File: src/cod_pkg.sv
// Constants, types and register map for the CPU operand decoder
package cod_pkg;

  // ----------------------------------------------------------------
  // Register byte offsets
  // ----------------------------------------------------------------
  localparam logic [7:0] OFF_CTRL    = 8'h00;
  localparam logic [7:0] OFF_OPCODE  = 8'h04;
  localparam logic [7:0] OFF_BASE    = 8'h08;
  localparam logic [7:0] OFF_INDEX   = 8'h0C;
  localparam logic [7:0] OFF_ACCSP   = 8'h10;
  localparam logic [7:0] OFF_CLOCKS  = 8'h14;
  localparam logic [7:0] OFF_NEXTPC  = 8'h18;
  localparam logic [7:0] OFF_FARPTR  = 8'h1C;
  localparam logic [7:0] OFF_TEMPAB  = 8'h20;
  localparam logic [7:0] OFF_TEMPC   = 8'h24;
  localparam logic [7:0] OFF_FLAGS   = 8'h28;
  localparam logic [7:0] OFF_MEMDATA = 8'h2C;
  localparam logic [7:0] OFF_STATUS  = 8'h30;
  localparam logic [7:0] OFF_EA      = 8'h34;
  localparam logic [7:0] OFF_CYCLES  = 8'h38;
  localparam logic [7:0] OFF_STACK   = 8'h3C;
  localparam logic [7:0] OFF_BLOCK   = 8'h40;

  // ----------------------------------------------------------------
  // Control register fields
  // ----------------------------------------------------------------
  localparam int CTRL_GO    = 0;
  localparam int CTRL_TAKEN = 1;
  localparam int CTRL_COND  = 2;
  localparam int CTRL_FLOAT = 3;
  localparam int CTRL_FAR   = 4;
  localparam logic [31:0] RST_WORD = 32'h0000_0000;

  // ----------------------------------------------------------------
  // Opcode field values and timing
  // ----------------------------------------------------------------
  localparam logic [1:0]  MOD_NODISP = 2'h0;
  localparam logic [1:0]  MOD_DISP8  = 2'h1;
  localparam logic [1:0]  MOD_DISP16 = 2'h2;
  localparam logic [1:0]  MOD_REG    = 2'h3;
  localparam logic [2:0]  MEM_DIRECT = 3'h6;
  localparam logic [15:0] ODD_WORD_CLOCKS = 16'h0004;
  localparam int          NUM_FLAGS  = 6;

  // Segment register identities
  typedef enum logic [1:0] {
    SEG_DATA1   = 2'b00,
    SEG_PROGRAM = 2'b01,
    SEG_STACK   = 2'b10,
    SEG_DATA0   = 2'b11
  } cod_seg_t;

  // Per-flag action codes
  typedef enum logic [2:0] {
    FL_KEEP    = 3'b000,
    FL_CLEAR   = 3'b001,
    FL_SET     = 3'b010,
    FL_RESULT  = 3'b011,
    FL_UNDEF   = 3'b100,
    FL_RESTORE = 3'b101
  } cod_flact_t;

  // Decoder state
  typedef enum logic [1:0] {
    ST_IDLE = 2'b00,
    ST_CALC = 2'b01,
    ST_DONE = 2'b10
  } cod_state_t;

  // Decoded operand fields
  typedef struct packed {
    logic       size_word;
    logic       imm16;
    logic       is_mem;
    logic       direct;
    logic [1:0] disp_len;
    logic [3:0] gpr;
    cod_seg_t   seg;
  } cod_dec_t;

endpackage : cod_pkg

File: src/cod_decoder.sv
// APB-mapped instruction operand decoder with clock-count calculator
`timescale 1ns/1ps

// Functional notes
// (RULE_01) Size bit 0 selects byte operands, 1 selects word operands.
// (RULE_02) Sign/size pair 01 or 11 gives 16-bit immediate, else 8-bit.
// (RULE_03) Form 00/01/10 is memory with 0/8/16-bit offset; 11 is register.
// (RULE_04) Storage field picks address base; code 110 with form 00 is direct.
// (RULE_05) Register form picks byte or word register by size bit and code.
// (RULE_06) Segment codes 00..11 map data1, program, stack, data0.
// (RULE_07) Each odd-address word transfer adds four clocks.
// (RULE_08) Memory operands use first count for bytes, second for words.
// (RULE_09) Conditional transfers use first count if taken, second if not.
// (RULE_10) Listed counts assume a full queue; fetch stalls add on top.
// (RULE_11) Short branch target is next address plus signed byte -128..+127.
// (RULE_12) Each flag follows one of six actions, restore included.
// (RULE_13) Scratch registers temp_a, temp_b, temp_c are 16 bits each.
// (RULE_14) Lookup operand addresses a 256-byte table with an 8-bit index.
// (RULE_15) Stack discard count drops up to 64 K bytes after return.
// (RULE_16) Block source uses source_index, destination uses dest_index.
// (RULE_17) Far indirect pointer double word gives new offset and segment.
// (RULE_18) Float op code bits pass through undecoded.
// (RULE_19) Read data of a float instruction's memory cycle is ignored.
module cod_decoder (
  // Clock and reset
  input  wire logic        pclk,
  input  wire logic        presetn,
  // APB slave
  input  wire logic        psel,
  input  wire logic        penable,
  input  wire logic        pwrite,
  input  wire logic [7:0]  paddr,
  input  wire logic [31:0] pwdata,
  output logic      [31:0] prdata,
  output logic             pready,
  output logic             pslverr,
  // Decoder status
  output logic             dec_done,
  output logic      [5:0]  float_op_code
);

  // ----------------------------------------------------------------
  // Helper functions
  // ----------------------------------------------------------------
  // Sign-extend a byte displacement to a word
  function automatic logic [15:0] sext8(input logic [7:0] v);
    sext8 = {{8{v[7]}}, v};
  endfunction

  // Apply one flag action to a flag bit
  function automatic logic flag_apply(input logic [2:0] act,
                                      input logic old_v,
                                      input logic res_v,
                                      input logic sav_v);
    case (act)
      cod_pkg::FL_CLEAR:   flag_apply = 1'b0;
      cod_pkg::FL_SET:     flag_apply = 1'b1;
      cod_pkg::FL_RESULT:  flag_apply = res_v;
      cod_pkg::FL_RESTORE: flag_apply = sav_v;
      default:             flag_apply = old_v;
    endcase
  endfunction

  // ----------------------------------------------------------------
  // Registers
  // ----------------------------------------------------------------
  logic [31:0]          ctrl_q;
  logic [31:0]          opcode_q;
  logic [31:0]          base_q;
  logic [31:0]          index_q;
  logic [31:0]          accsp_q;
  logic [31:0]          clocks_q;
  logic [31:0]          nextpc_q;
  logic [31:0]          farptr_q;
  logic [15:0]          temp_a_q;
  logic [15:0]          temp_b_q;
  logic [15:0]          temp_c_q;
  logic [31:0]          flags_cfg_q;
  logic [31:0]          memdata_q;
  logic [5:0]           flags_q;
  cod_pkg::cod_dec_t    dec_q;
  logic [15:0]          ea_q;
  logic [15:0]          target_q;
  logic [15:0]          cycles_q;
  logic [15:0]          lookup_q;
  logic [15:0]          sp_after_q;
  cod_pkg::cod_state_t  state_q;
  cod_pkg::cod_state_t  state_d;

  // ----------------------------------------------------------------
  // APB decode
  // ----------------------------------------------------------------
  wire logic access   = psel && penable;
  wire logic wr_en    = access && pwrite;
  wire logic rd_en    = access && !pwrite;
  wire logic mapped   = (paddr[1:0] == 2'h0)
                        && (paddr <= cod_pkg::OFF_BLOCK);
  wire logic wr_ctrl  = wr_en && paddr == cod_pkg::OFF_CTRL;
  wire logic go       = wr_ctrl && pwdata[cod_pkg::CTRL_GO];

  // Zero wait states; misaligned or out-of-map access errors
  assign pready  = 1'b1;
  assign pslverr = access && !mapped;

  // ----------------------------------------------------------------
  // Field extraction
  // ----------------------------------------------------------------
  wire logic [7:0]  op_byte   = opcode_q[7:0];
  wire logic [7:0]  form_byte = opcode_q[15:8];
  wire logic [15:0] disp_word = opcode_q[31:16];
  wire logic        size_bit  = op_byte[0];
  wire logic        extend_bit = op_byte[1];
  wire logic [1:0]  addr_form = form_byte[7:6];
  wire logic [2:0]  mid_field = form_byte[5:3];
  wire logic [2:0]  low_field = form_byte[2:0];
  wire logic        is_mem    = addr_form != cod_pkg::MOD_REG; // [RULE_03]
  wire logic        is_direct = addr_form == cod_pkg::MOD_NODISP
                                && low_field == cod_pkg::MEM_DIRECT;
  wire logic [15:0] base_word    = base_q[15:0];
  wire logic [15:0] base_pointer = base_q[31:16];
  wire logic [15:0] source_index = index_q[15:0];
  wire logic [15:0] dest_index   = index_q[31:16];
  wire logic [15:0] accum_word   = accsp_q[15:0];
  wire logic [15:0] stack_ptr    = accsp_q[31:16];

  // ----------------------------------------------------------------
  // Decoded operand fields
  // ----------------------------------------------------------------
  cod_pkg::cod_dec_t dec_d;
  assign dec_d.size_word = size_bit;                           // [RULE_01]
  assign dec_d.imm16     = ({extend_bit, size_bit} == 2'b01)
                           || ({extend_bit, size_bit} == 2'b11); // [RULE_02]
  assign dec_d.is_mem    = is_mem;
  assign dec_d.direct    = is_direct;                          // [RULE_04]
  // Direct form always carries a full 16-bit address word
  assign dec_d.disp_len  = is_direct ? cod_pkg::MOD_DISP16
                         : (is_mem ? addr_form : 2'h0);        // [RULE_03]
  // Register code: {size, field}; size 0 walks the byte registers
  assign dec_d.gpr       = is_mem ? 4'h0 : {size_bit, low_field}; // [RULE_05]
  assign dec_d.seg       = cod_pkg::cod_seg_t'(mid_field[1:0]); // [RULE_06]

  // ----------------------------------------------------------------
  // Effective address
  // ----------------------------------------------------------------
  logic [15:0] ea_base;
  always_comb begin
    case (low_field)                                            // [RULE_04]
      3'h0:    ea_base = base_word + source_index;
      3'h1:    ea_base = base_word + dest_index;
      3'h2:    ea_base = base_pointer + source_index;
      3'h3:    ea_base = base_pointer + dest_index;
      3'h4:    ea_base = source_index;
      3'h5:    ea_base = dest_index;
      3'h6:    ea_base = is_direct ? 16'h0000 : base_pointer;
      default: ea_base = base_word;
    endcase
  end

  logic [15:0] ea_disp;
  always_comb begin
    case (addr_form)                                            // [RULE_03]
      cod_pkg::MOD_NODISP: ea_disp = is_direct ? disp_word : 16'h0000;
      cod_pkg::MOD_DISP8:  ea_disp = sext8(disp_word[7:0]);
      cod_pkg::MOD_DISP16: ea_disp = disp_word;
      default:             ea_disp = 16'h0000;
    endcase
  end
  wire logic [15:0] ea_d = ea_base + ea_disp;

  // Short branch: signed byte from the address after this instruction
  wire logic [15:0] target_d = nextpc_q[15:0]
                               + sext8(disp_word[7:0]);         // [RULE_11]

  // ----------------------------------------------------------------
  // Clock count
  // ----------------------------------------------------------------
  wire logic [7:0]  cnt_first  = clocks_q[7:0];
  wire logic [7:0]  cnt_second = clocks_q[15:8];
  wire logic [7:0]  cnt_stall  = clocks_q[23:16];
  wire logic [3:0]  odd_words  = clocks_q[27:24];
  logic [7:0] cnt_sel;
  // Branch choice outranks operand size for a conditional transfer
  always_comb begin
    if (ctrl_q[cod_pkg::CTRL_COND]) begin
      cnt_sel = ctrl_q[cod_pkg::CTRL_TAKEN]
                ? cnt_first : cnt_second;                       // [RULE_09]
    end else if (is_mem) begin
      cnt_sel = size_bit ? cnt_second : cnt_first;              // [RULE_08]
    end else begin
      cnt_sel = cnt_first;
    end
  end
  wire logic [15:0] odd_pen  = 16'(odd_words * cod_pkg::ODD_WORD_CLOCKS);
  // Stall time is added on top of the listed count, never folded in
  wire logic [15:0] cycles_d = 16'({8'h00, cnt_sel}) + odd_pen // [RULE_07]
                               + {8'h00, cnt_stall};            // [RULE_10]

  // ----------------------------------------------------------------
  // Table, stack and flag results
  // ----------------------------------------------------------------
  wire logic [15:0] lookup_d = base_word
                               + {8'h00, accum_word[7:0]};      // [RULE_14]
  wire logic [15:0] sp_after_d = stack_ptr + nextpc_q[31:16];   // [RULE_15]

  logic [5:0] flags_d;
  genvar gi;
  generate
    for (gi = 0; gi < cod_pkg::NUM_FLAGS; gi++) begin : g_flag
      // Undefined leaves the old bit: a defined value costs nothing
      assign flags_d[gi] = flag_apply(flags_cfg_q[3*gi +: 3],
                                      flags_q[gi],
                                      flags_cfg_q[18 + gi],
                                      flags_cfg_q[24 + gi]);    // [RULE_12]
    end
  endgenerate

  // ----------------------------------------------------------------
  // Sequencer
  // ----------------------------------------------------------------
  always_comb begin
    case (state_q)
      cod_pkg::ST_IDLE: state_d = go ? cod_pkg::ST_CALC : cod_pkg::ST_IDLE;
      cod_pkg::ST_CALC: state_d = cod_pkg::ST_DONE;
      cod_pkg::ST_DONE: state_d = go ? cod_pkg::ST_CALC : cod_pkg::ST_DONE;
      default:          state_d = cod_pkg::ST_IDLE;
    endcase
  end
  wire logic calc = state_q == cod_pkg::ST_CALC;

  always_ff @(posedge pclk or negedge presetn) begin
    if (!presetn) begin
      state_q <= cod_pkg::ST_IDLE;
    end else begin
      state_q <= state_d;
    end
  end

  // ----------------------------------------------------------------
  // Software-written registers
  // ----------------------------------------------------------------
  // The go bit is a request, so it never reads back as set
  always_ff @(posedge pclk or negedge presetn) begin
    if (!presetn) begin
      ctrl_q      <= cod_pkg::RST_WORD;
      opcode_q    <= cod_pkg::RST_WORD;
      base_q      <= cod_pkg::RST_WORD;
      index_q     <= cod_pkg::RST_WORD;
      accsp_q     <= cod_pkg::RST_WORD;
      clocks_q    <= cod_pkg::RST_WORD;
      nextpc_q    <= cod_pkg::RST_WORD;
      farptr_q    <= cod_pkg::RST_WORD;
      flags_cfg_q <= cod_pkg::RST_WORD;
    end else if (wr_en) begin
      case (paddr)
        cod_pkg::OFF_CTRL:   ctrl_q      <= {pwdata[31:1], 1'b0};
        cod_pkg::OFF_OPCODE: opcode_q    <= pwdata;
        cod_pkg::OFF_BASE:   base_q      <= pwdata;
        cod_pkg::OFF_INDEX:  index_q     <= pwdata;
        cod_pkg::OFF_ACCSP:  accsp_q     <= pwdata;
        cod_pkg::OFF_CLOCKS: clocks_q    <= pwdata;
        cod_pkg::OFF_NEXTPC: nextpc_q    <= pwdata;
        cod_pkg::OFF_FARPTR: farptr_q    <= pwdata;
        cod_pkg::OFF_FLAGS:  flags_cfg_q <= pwdata;
        default: ;
      endcase
    end
  end

  // Float instruction: address goes out, returned data is dropped
  always_ff @(posedge pclk or negedge presetn) begin
    if (!presetn) begin
      memdata_q <= cod_pkg::RST_WORD;
    end else if (wr_en && paddr == cod_pkg::OFF_MEMDATA
                 && !ctrl_q[cod_pkg::CTRL_FLOAT]) begin        // [RULE_19]
      memdata_q <= pwdata;
    end
  end

  // Scratch words; a far transfer loads offset and segment on decode
  always_ff @(posedge pclk or negedge presetn) begin
    if (!presetn) begin
      temp_a_q <= 16'h0000;
      temp_b_q <= 16'h0000;
      temp_c_q <= 16'h0000;
    end else if (calc && ctrl_q[cod_pkg::CTRL_FAR]) begin
      temp_a_q <= farptr_q[15:0];                               // [RULE_17]
      temp_c_q <= farptr_q[31:16];                              // [RULE_13]
    end else if (wr_en && paddr == cod_pkg::OFF_TEMPAB) begin
      temp_a_q <= pwdata[15:0];
      temp_b_q <= pwdata[31:16];
    end else if (wr_en && paddr == cod_pkg::OFF_TEMPC) begin
      temp_c_q <= pwdata[15:0];
    end
  end

  // ----------------------------------------------------------------
  // Decode results, captured in the calculation cycle
  // ----------------------------------------------------------------
  always_ff @(posedge pclk or negedge presetn) begin
    if (!presetn) begin
      dec_q      <= '0;
      ea_q       <= 16'h0000;
      target_q   <= 16'h0000;
      cycles_q   <= 16'h0000;
      lookup_q   <= 16'h0000;
      sp_after_q <= 16'h0000;
      flags_q    <= 6'h00;
    end else if (calc) begin
      dec_q      <= dec_d;
      ea_q       <= is_mem ? ea_d : 16'h0000;
      target_q   <= target_d;
      cycles_q   <= cycles_d;
      lookup_q   <= lookup_d;
      sp_after_q <= sp_after_d;
      flags_q    <= flags_d;
    end
  end

  // Float op bits leave raw: six field bits, no interpretation
  always_ff @(posedge pclk or negedge presetn) begin
    if (!presetn) begin
      float_op_code <= 6'h00;
    end else if (calc && ctrl_q[cod_pkg::CTRL_FLOAT]) begin
      float_op_code <= {op_byte[2:0], mid_field};               // [RULE_18]
    end
  end

  assign dec_done = state_q == cod_pkg::ST_DONE;

  // ----------------------------------------------------------------
  // Read data
  // ----------------------------------------------------------------
  logic [31:0] rdata_mux;
  always_comb begin
    case (paddr)
      cod_pkg::OFF_CTRL:    rdata_mux = ctrl_q;
      cod_pkg::OFF_OPCODE:  rdata_mux = opcode_q;
      cod_pkg::OFF_BASE:    rdata_mux = base_q;
      cod_pkg::OFF_INDEX:   rdata_mux = index_q;
      cod_pkg::OFF_ACCSP:   rdata_mux = accsp_q;
      cod_pkg::OFF_CLOCKS:  rdata_mux = clocks_q;
      cod_pkg::OFF_NEXTPC:  rdata_mux = nextpc_q;
      cod_pkg::OFF_FARPTR:  rdata_mux = farptr_q;
      cod_pkg::OFF_TEMPAB:  rdata_mux = {temp_b_q, temp_a_q};
      cod_pkg::OFF_TEMPC:   rdata_mux = {16'h0000, temp_c_q};
      cod_pkg::OFF_FLAGS:   rdata_mux = flags_cfg_q;
      cod_pkg::OFF_MEMDATA: rdata_mux = memdata_q;
      cod_pkg::OFF_STATUS:  rdata_mux = {13'h0000, dec_done,
                                         float_op_code, dec_q};
      cod_pkg::OFF_EA:      rdata_mux = {target_q, ea_q};
      cod_pkg::OFF_CYCLES:  rdata_mux = {lookup_q, cycles_q};
      cod_pkg::OFF_STACK:   rdata_mux = {10'h000, flags_q, sp_after_q};
      cod_pkg::OFF_BLOCK:   rdata_mux = {dest_index, source_index}; // [RULE_16]
      default:              rdata_mux = 32'h0000_0000;
    endcase
  end
  assign prdata = rd_en ? rdata_mux : 32'h0000_0000;
endmodule // cod_decoder

File: config.mk
export PLATFORM = sky130hd
export DESIGN_NAME = cod_decoder
export DESIGN_NICKNAME = d
export VERILOG_FILES = /design/src/cod_pkg.sv /design/src/cod_decoder.sv
export SDC_FILE = /design/constraint.sdc
export NUM_CORES = 1
export LEC_CHECK = 0
export BUFFER_PORTS_ARGS = -buffer_cell sky130_fd_sc_hd__buf_2
export CAP_MARGIN = 40
export CORE_MARGIN = 2
export CORE_UTILIZATION = 55
export CTS_BUF_LIST = sky130_fd_sc_hd__clkbuf_16
export DETAILED_ROUTE_END_ITERATION = 10
export MAX_ROUTING_LAYER = met4
export PLACE_DENSITY_LB_ADDON = 0.05
export SKIP_CTS_REPAIR_TIMING = 1
export SLEW_MARGIN = 20
export SYNTH_ARGS = -nofsm -noshare
export SYNTH_HDL_FRONTEND = slang
export SYNTH_SLANG_ARGS = --single-unit
File: constraint.sdc
create_clock -name pclk -period 8.4 [get_ports pclk]
set_clock_uncertainty 0.1 [all_clocks]
set_input_delay 1.26 -clock pclk [delete_from_list [all_inputs] [get_ports pclk]]
set_output_delay 1.26 -clock pclk [all_outputs]
set_load 0.05 [all_outputs]
==> impl_metrics.py <==
metrics = {
    "route": {
        "routed_wl_um": 97500,
        "drt_iter0_drc": 2892,
        "wl_per_cell_um": 31.8,
        "drtAntennaViolNets": 0,
        "drc": 0,
        "viasPerCell": 6.93,
        "vias": 21300,
        "firstDrtPassIters": 8,
    },
    "cts": {
        "cts_root_buffer": "clkbuf_16",
        "cts_num_sinks": 467,
        "numCtsBuffers": 52,
        "tritoncts": "built",
        "clk_latency_ns": 0.62,
        "clk_pin_slew_ns": 0.05,
        "clk_path_buf_depth": 3,
        "htreeDepth": 2,
    },
    "logic_synthesis": {
        "synth_area_leader_cell": "dfrtp_1",
        "synthTopCellsByCount": "dfrtp_1, mux2_2, nand2_1",
        "synthArstFlopShare": 1.00,
        "yosys_warnings": 0,
        "synth_edf_count": 0,
        "synth_area_per_cell_um2": 10.9,
        "synth_area_um2": 25800,
        "ys.flop_type": "dfrtp_1",
        "synth_seq_cells": 467,
        "ys_seq_area_frac": 0.453,
        "netlist_instances": 2376,
        "synth.distinct_cells": 76,
        "synth_top_area_share": 0.453,
        "synth_nets": 2528,
        "yosys-top-cells-area": "dfrtp_1, mux2_2, ha_1",
        "synth_most_common_cell": "dfrtp_1",
    },
    "cells_and_area": {
        "fin_util": 0.621,
        "nets": 2559,
        "area_growth_pct": 11.8,
        "drive_gt1_frac": 0.265,
        "finalNonFillerCells": 3066,
    },
    "pwr": {
        "clkPwrFrac": 0.493,
        "internal_power_mw": 3.78,
        "p_sw_frac": 0.240,
        "ir_drop_v": 0.000187,
        "combPwrFrac": 0.042,
        "total_power_mw": 4.97,
        "power_density_nw_per_um2": 172,
        "seq_power_share": 0.465,
        "p_leak_nw": 14.2,
        "p_sw_mw": 1.19,
    },
    "timing": {
        "finalHoldViolations": 0,
        "fin_crit_sh": 0.736,
        "timing.final.crit_period_ns": 6.18,
        "relSlewSlack": 0.379,
        "finalMaxSlewViolations": 0,
        "tightest_slew_ns": 0.928,
        "setup_viol": 0,
        "max_freq_ghz": 0.162,
        "tns_ns": 0,
        "rsz0062_at_grt": "no",
    },
    "hold_path": {
        "hold_path_class": "reg -> reg",
        "min_from": "sp_after_q[0]",
        "holdPathStages": 2,
    },
    "grt": {
        "antenna_found_initial": 9,
        "grt_pass1_vias": 20900,
        "grt_max_degree": 149,
        "grt_util_all_layers": 0.417,
        "overflow": 0,
        "grt_pass1_wl_um": 141000,
    },
    "setup_path": {
        "path_cells": "buf_2, or2_1, or3_1, nor2_4, buf_4, nor4_1, o21ai_0, o21ai_4, buf_4, a31oi_1, buf_2",
        "critPathMaxStageDelay_ns": 0.51,
        "path_max_fanout": 22,
        "critPathTopFamily": "simple AND/OR/NAND/NOR gates",
        "critPathBufInv": 4,
        "cp.depth": 11,
        "cp.arrival_ns": 4.82,
        "endpoint_kind": "output pin",
        "reg2reg_from": "opcode_q[9]",
        "crit_required_ns": 7.04,
        "criticalPathCategory": "in -> out",
        "startpoint": "paddr[1]",
        "cp_slowest_cell": "nor2_4",
        "cp-start-kind": "input pin",
        "r2r_cells": 26,
    },
    "floorplan": {
        "rows": 79,
        "die_x_um": 221,
        "io_pins": 86,
        "start_util": 0.555,
        "die_area_um2": 48700,
        "die_h_um": 221,
        "coreArea_um2": 46500,
    },
    "placed_design": {
        "place_congestion": 0.981,
        "port-buffer-count": 84,
        "dp_hpwl_um": 67000,
        "placedCellCount": 2956,
    },
    "run_status": {
        "outcome": "completed",
    },
    "job": {
        "max_cap_viol_count": 0,
    },
}
## flip-flops by register name, indices dropped and copies added (netlist names), 10 cells and up
signal,flops
sp_after_q,16
farptr_q,32
ea_q,16
base_q,32
nextpc_q,32
cycles_q,10
temp_b_q,16
clocks_q,32
target_q,16
flags_cfg_q,32
accsp_q,32
temp_a_q,16
temp_c_q,16
dec_q,12
opcode_q,32
memdata_q,32
index_q,32
ctrl_q,31
lookup_q,16
## final timing paths
kind                            endpoint  slack (ns)
max in group asynchronous   clocks_q[13]        5.64
max reg2reg                     ea_q[15]        2.36
min reg2reg                sp_after_q[0]        0.38
min in group asynchronous     index_q[2]        0.56
min                        sp_after_q[0]        0.38
max                           prdata[23]        2.22
## routing by layer
layer,vias up,track usage,routed length [um]
met2,1337,0.611,42200
met5,-,-,0
met4,0,0.167,4660
met3,299,0.107,11300
met1,10700,0.553,39300
li1,8887,-,-
## final cells by class
| type | count | area (um2) |
|---|---|---|
| tap | 607 | 759 |
| fill | 3810 | 17600 |
| sequential | 467 | 11700 |
| antenna | 9 | 22.5 |
| inverter | 47 | 176 |
| clock buffer | 52 | 1300 |
| multi-input combinational | 1697 | 13400 |
| clock inverter | 45 | 492 |
| timing repair buffer | 142 | 992 |
## cells by family (layout without fill, tap and decap cells)
group                      Yosys count  after routing  synth area share
adders and majority gates          108            108            0.0555
buffers and inverters              212            286            0.0328
AOI/OAI and AO/OA                  645            645             0.173
DFF                                467            467             0.453
muxes                              415            415             0.179
other                                1             10          0.000145
and+or+nand+nor                    454            454            0.0807
xor gates and xnor gates            74             74            0.0251
## placed cells by master, fill, tap and decap left out, types with 8 or more instances in the layout
cell,netlist,routed
dfrtp_1,467,467
mux2_2,378,378
nand2_1,187,178
a21oi_1,158,158
nor2_1,124,112
ha_1,96,96
o21ai_0,95,95
a22o_1,83,83
buf_2,32,83
a221oi_1,73,73
a22oi_1,62,62
inv_1,46,55
clkbuf_16,0,52
xnor2_1,51,51
buf_4,1,49
mux2i_1,36,36
nand3_1,33,33
a31oi_1,30,30
a21o_1,28,28
xor2_1,23,23
a222oi_1,19,19
nor3_1,18,18
o21a_1,14,14
and2_1,12,12
nor2_4,0,12
nand4_1,12,12
nor2b_1,12,11
fa_1,11,11
or3_1,11,10
a211oi_1,10,10
clkinv_2,0,10
bufinv_16,0,10
diode_2,0,9
clkinv_1,1,9
o21bai_1,9,9
nand2_2,0,9
o31ai_1,9,9
nand3b_1,8,8
## power groups by stage
| stage | registers, mW | clock network, mW | logic, mW |
|---|---|---|---|
| 6_report | 2.31 | 2.45 | 0.209 |
| 5_1_grt | 2.31 | 2.54 | 0.226 |
| 4_1_cts | 2.31 | 2.45 | 0.205 |
| 3_5_place_dp | 2.35 | 0 | 0.205 |
| 3_3_place_gp | 2.35 | 0 | 0.200 |
| 2_1_floorplan | 2.33 | 0 | 0.0983 |
## metrics by stage
step	hold slack [ns]	setup slack (ns)	area, um2
floorplan	0.339	3.21	25800
global placement	0.361	2.11	26800
detailed placement	0.365	1.90	26900
CTS	0.379	1.90	28700
global route	0.392	1.98	28800
finish	0.376	2.22	28800
## worst register-to-register path: stages (launching register included)
cell,delay (ns)
dfrtp_1,0.35
clkinv_1,0.22
nor2_1,0.38
nand2_1,0.55
mux2_2,0.39
ha_1,0.19
inv_1,0.07
fa_1,0.43
nand3b_1,0.20
a21boi_0,0.20
o21ai_0,0.20
nand2b_1,0.17
xnor2_1,0.14
nor2_1,0.06
a21oi_1,0.12
o21ai_0,0.11
o21a_1,0.14
ha_1,0.24
a21o_1,0.17
o21ai_0,0.25
o21ai_0,0.17
a41oi_1,0.36
o21bai_1,0.11
a21oi_1,0.19
xnor2_1,0.15
xnor2_1,0.11
o31ai_2,0.18
Power figures use the tool's default switching activity.
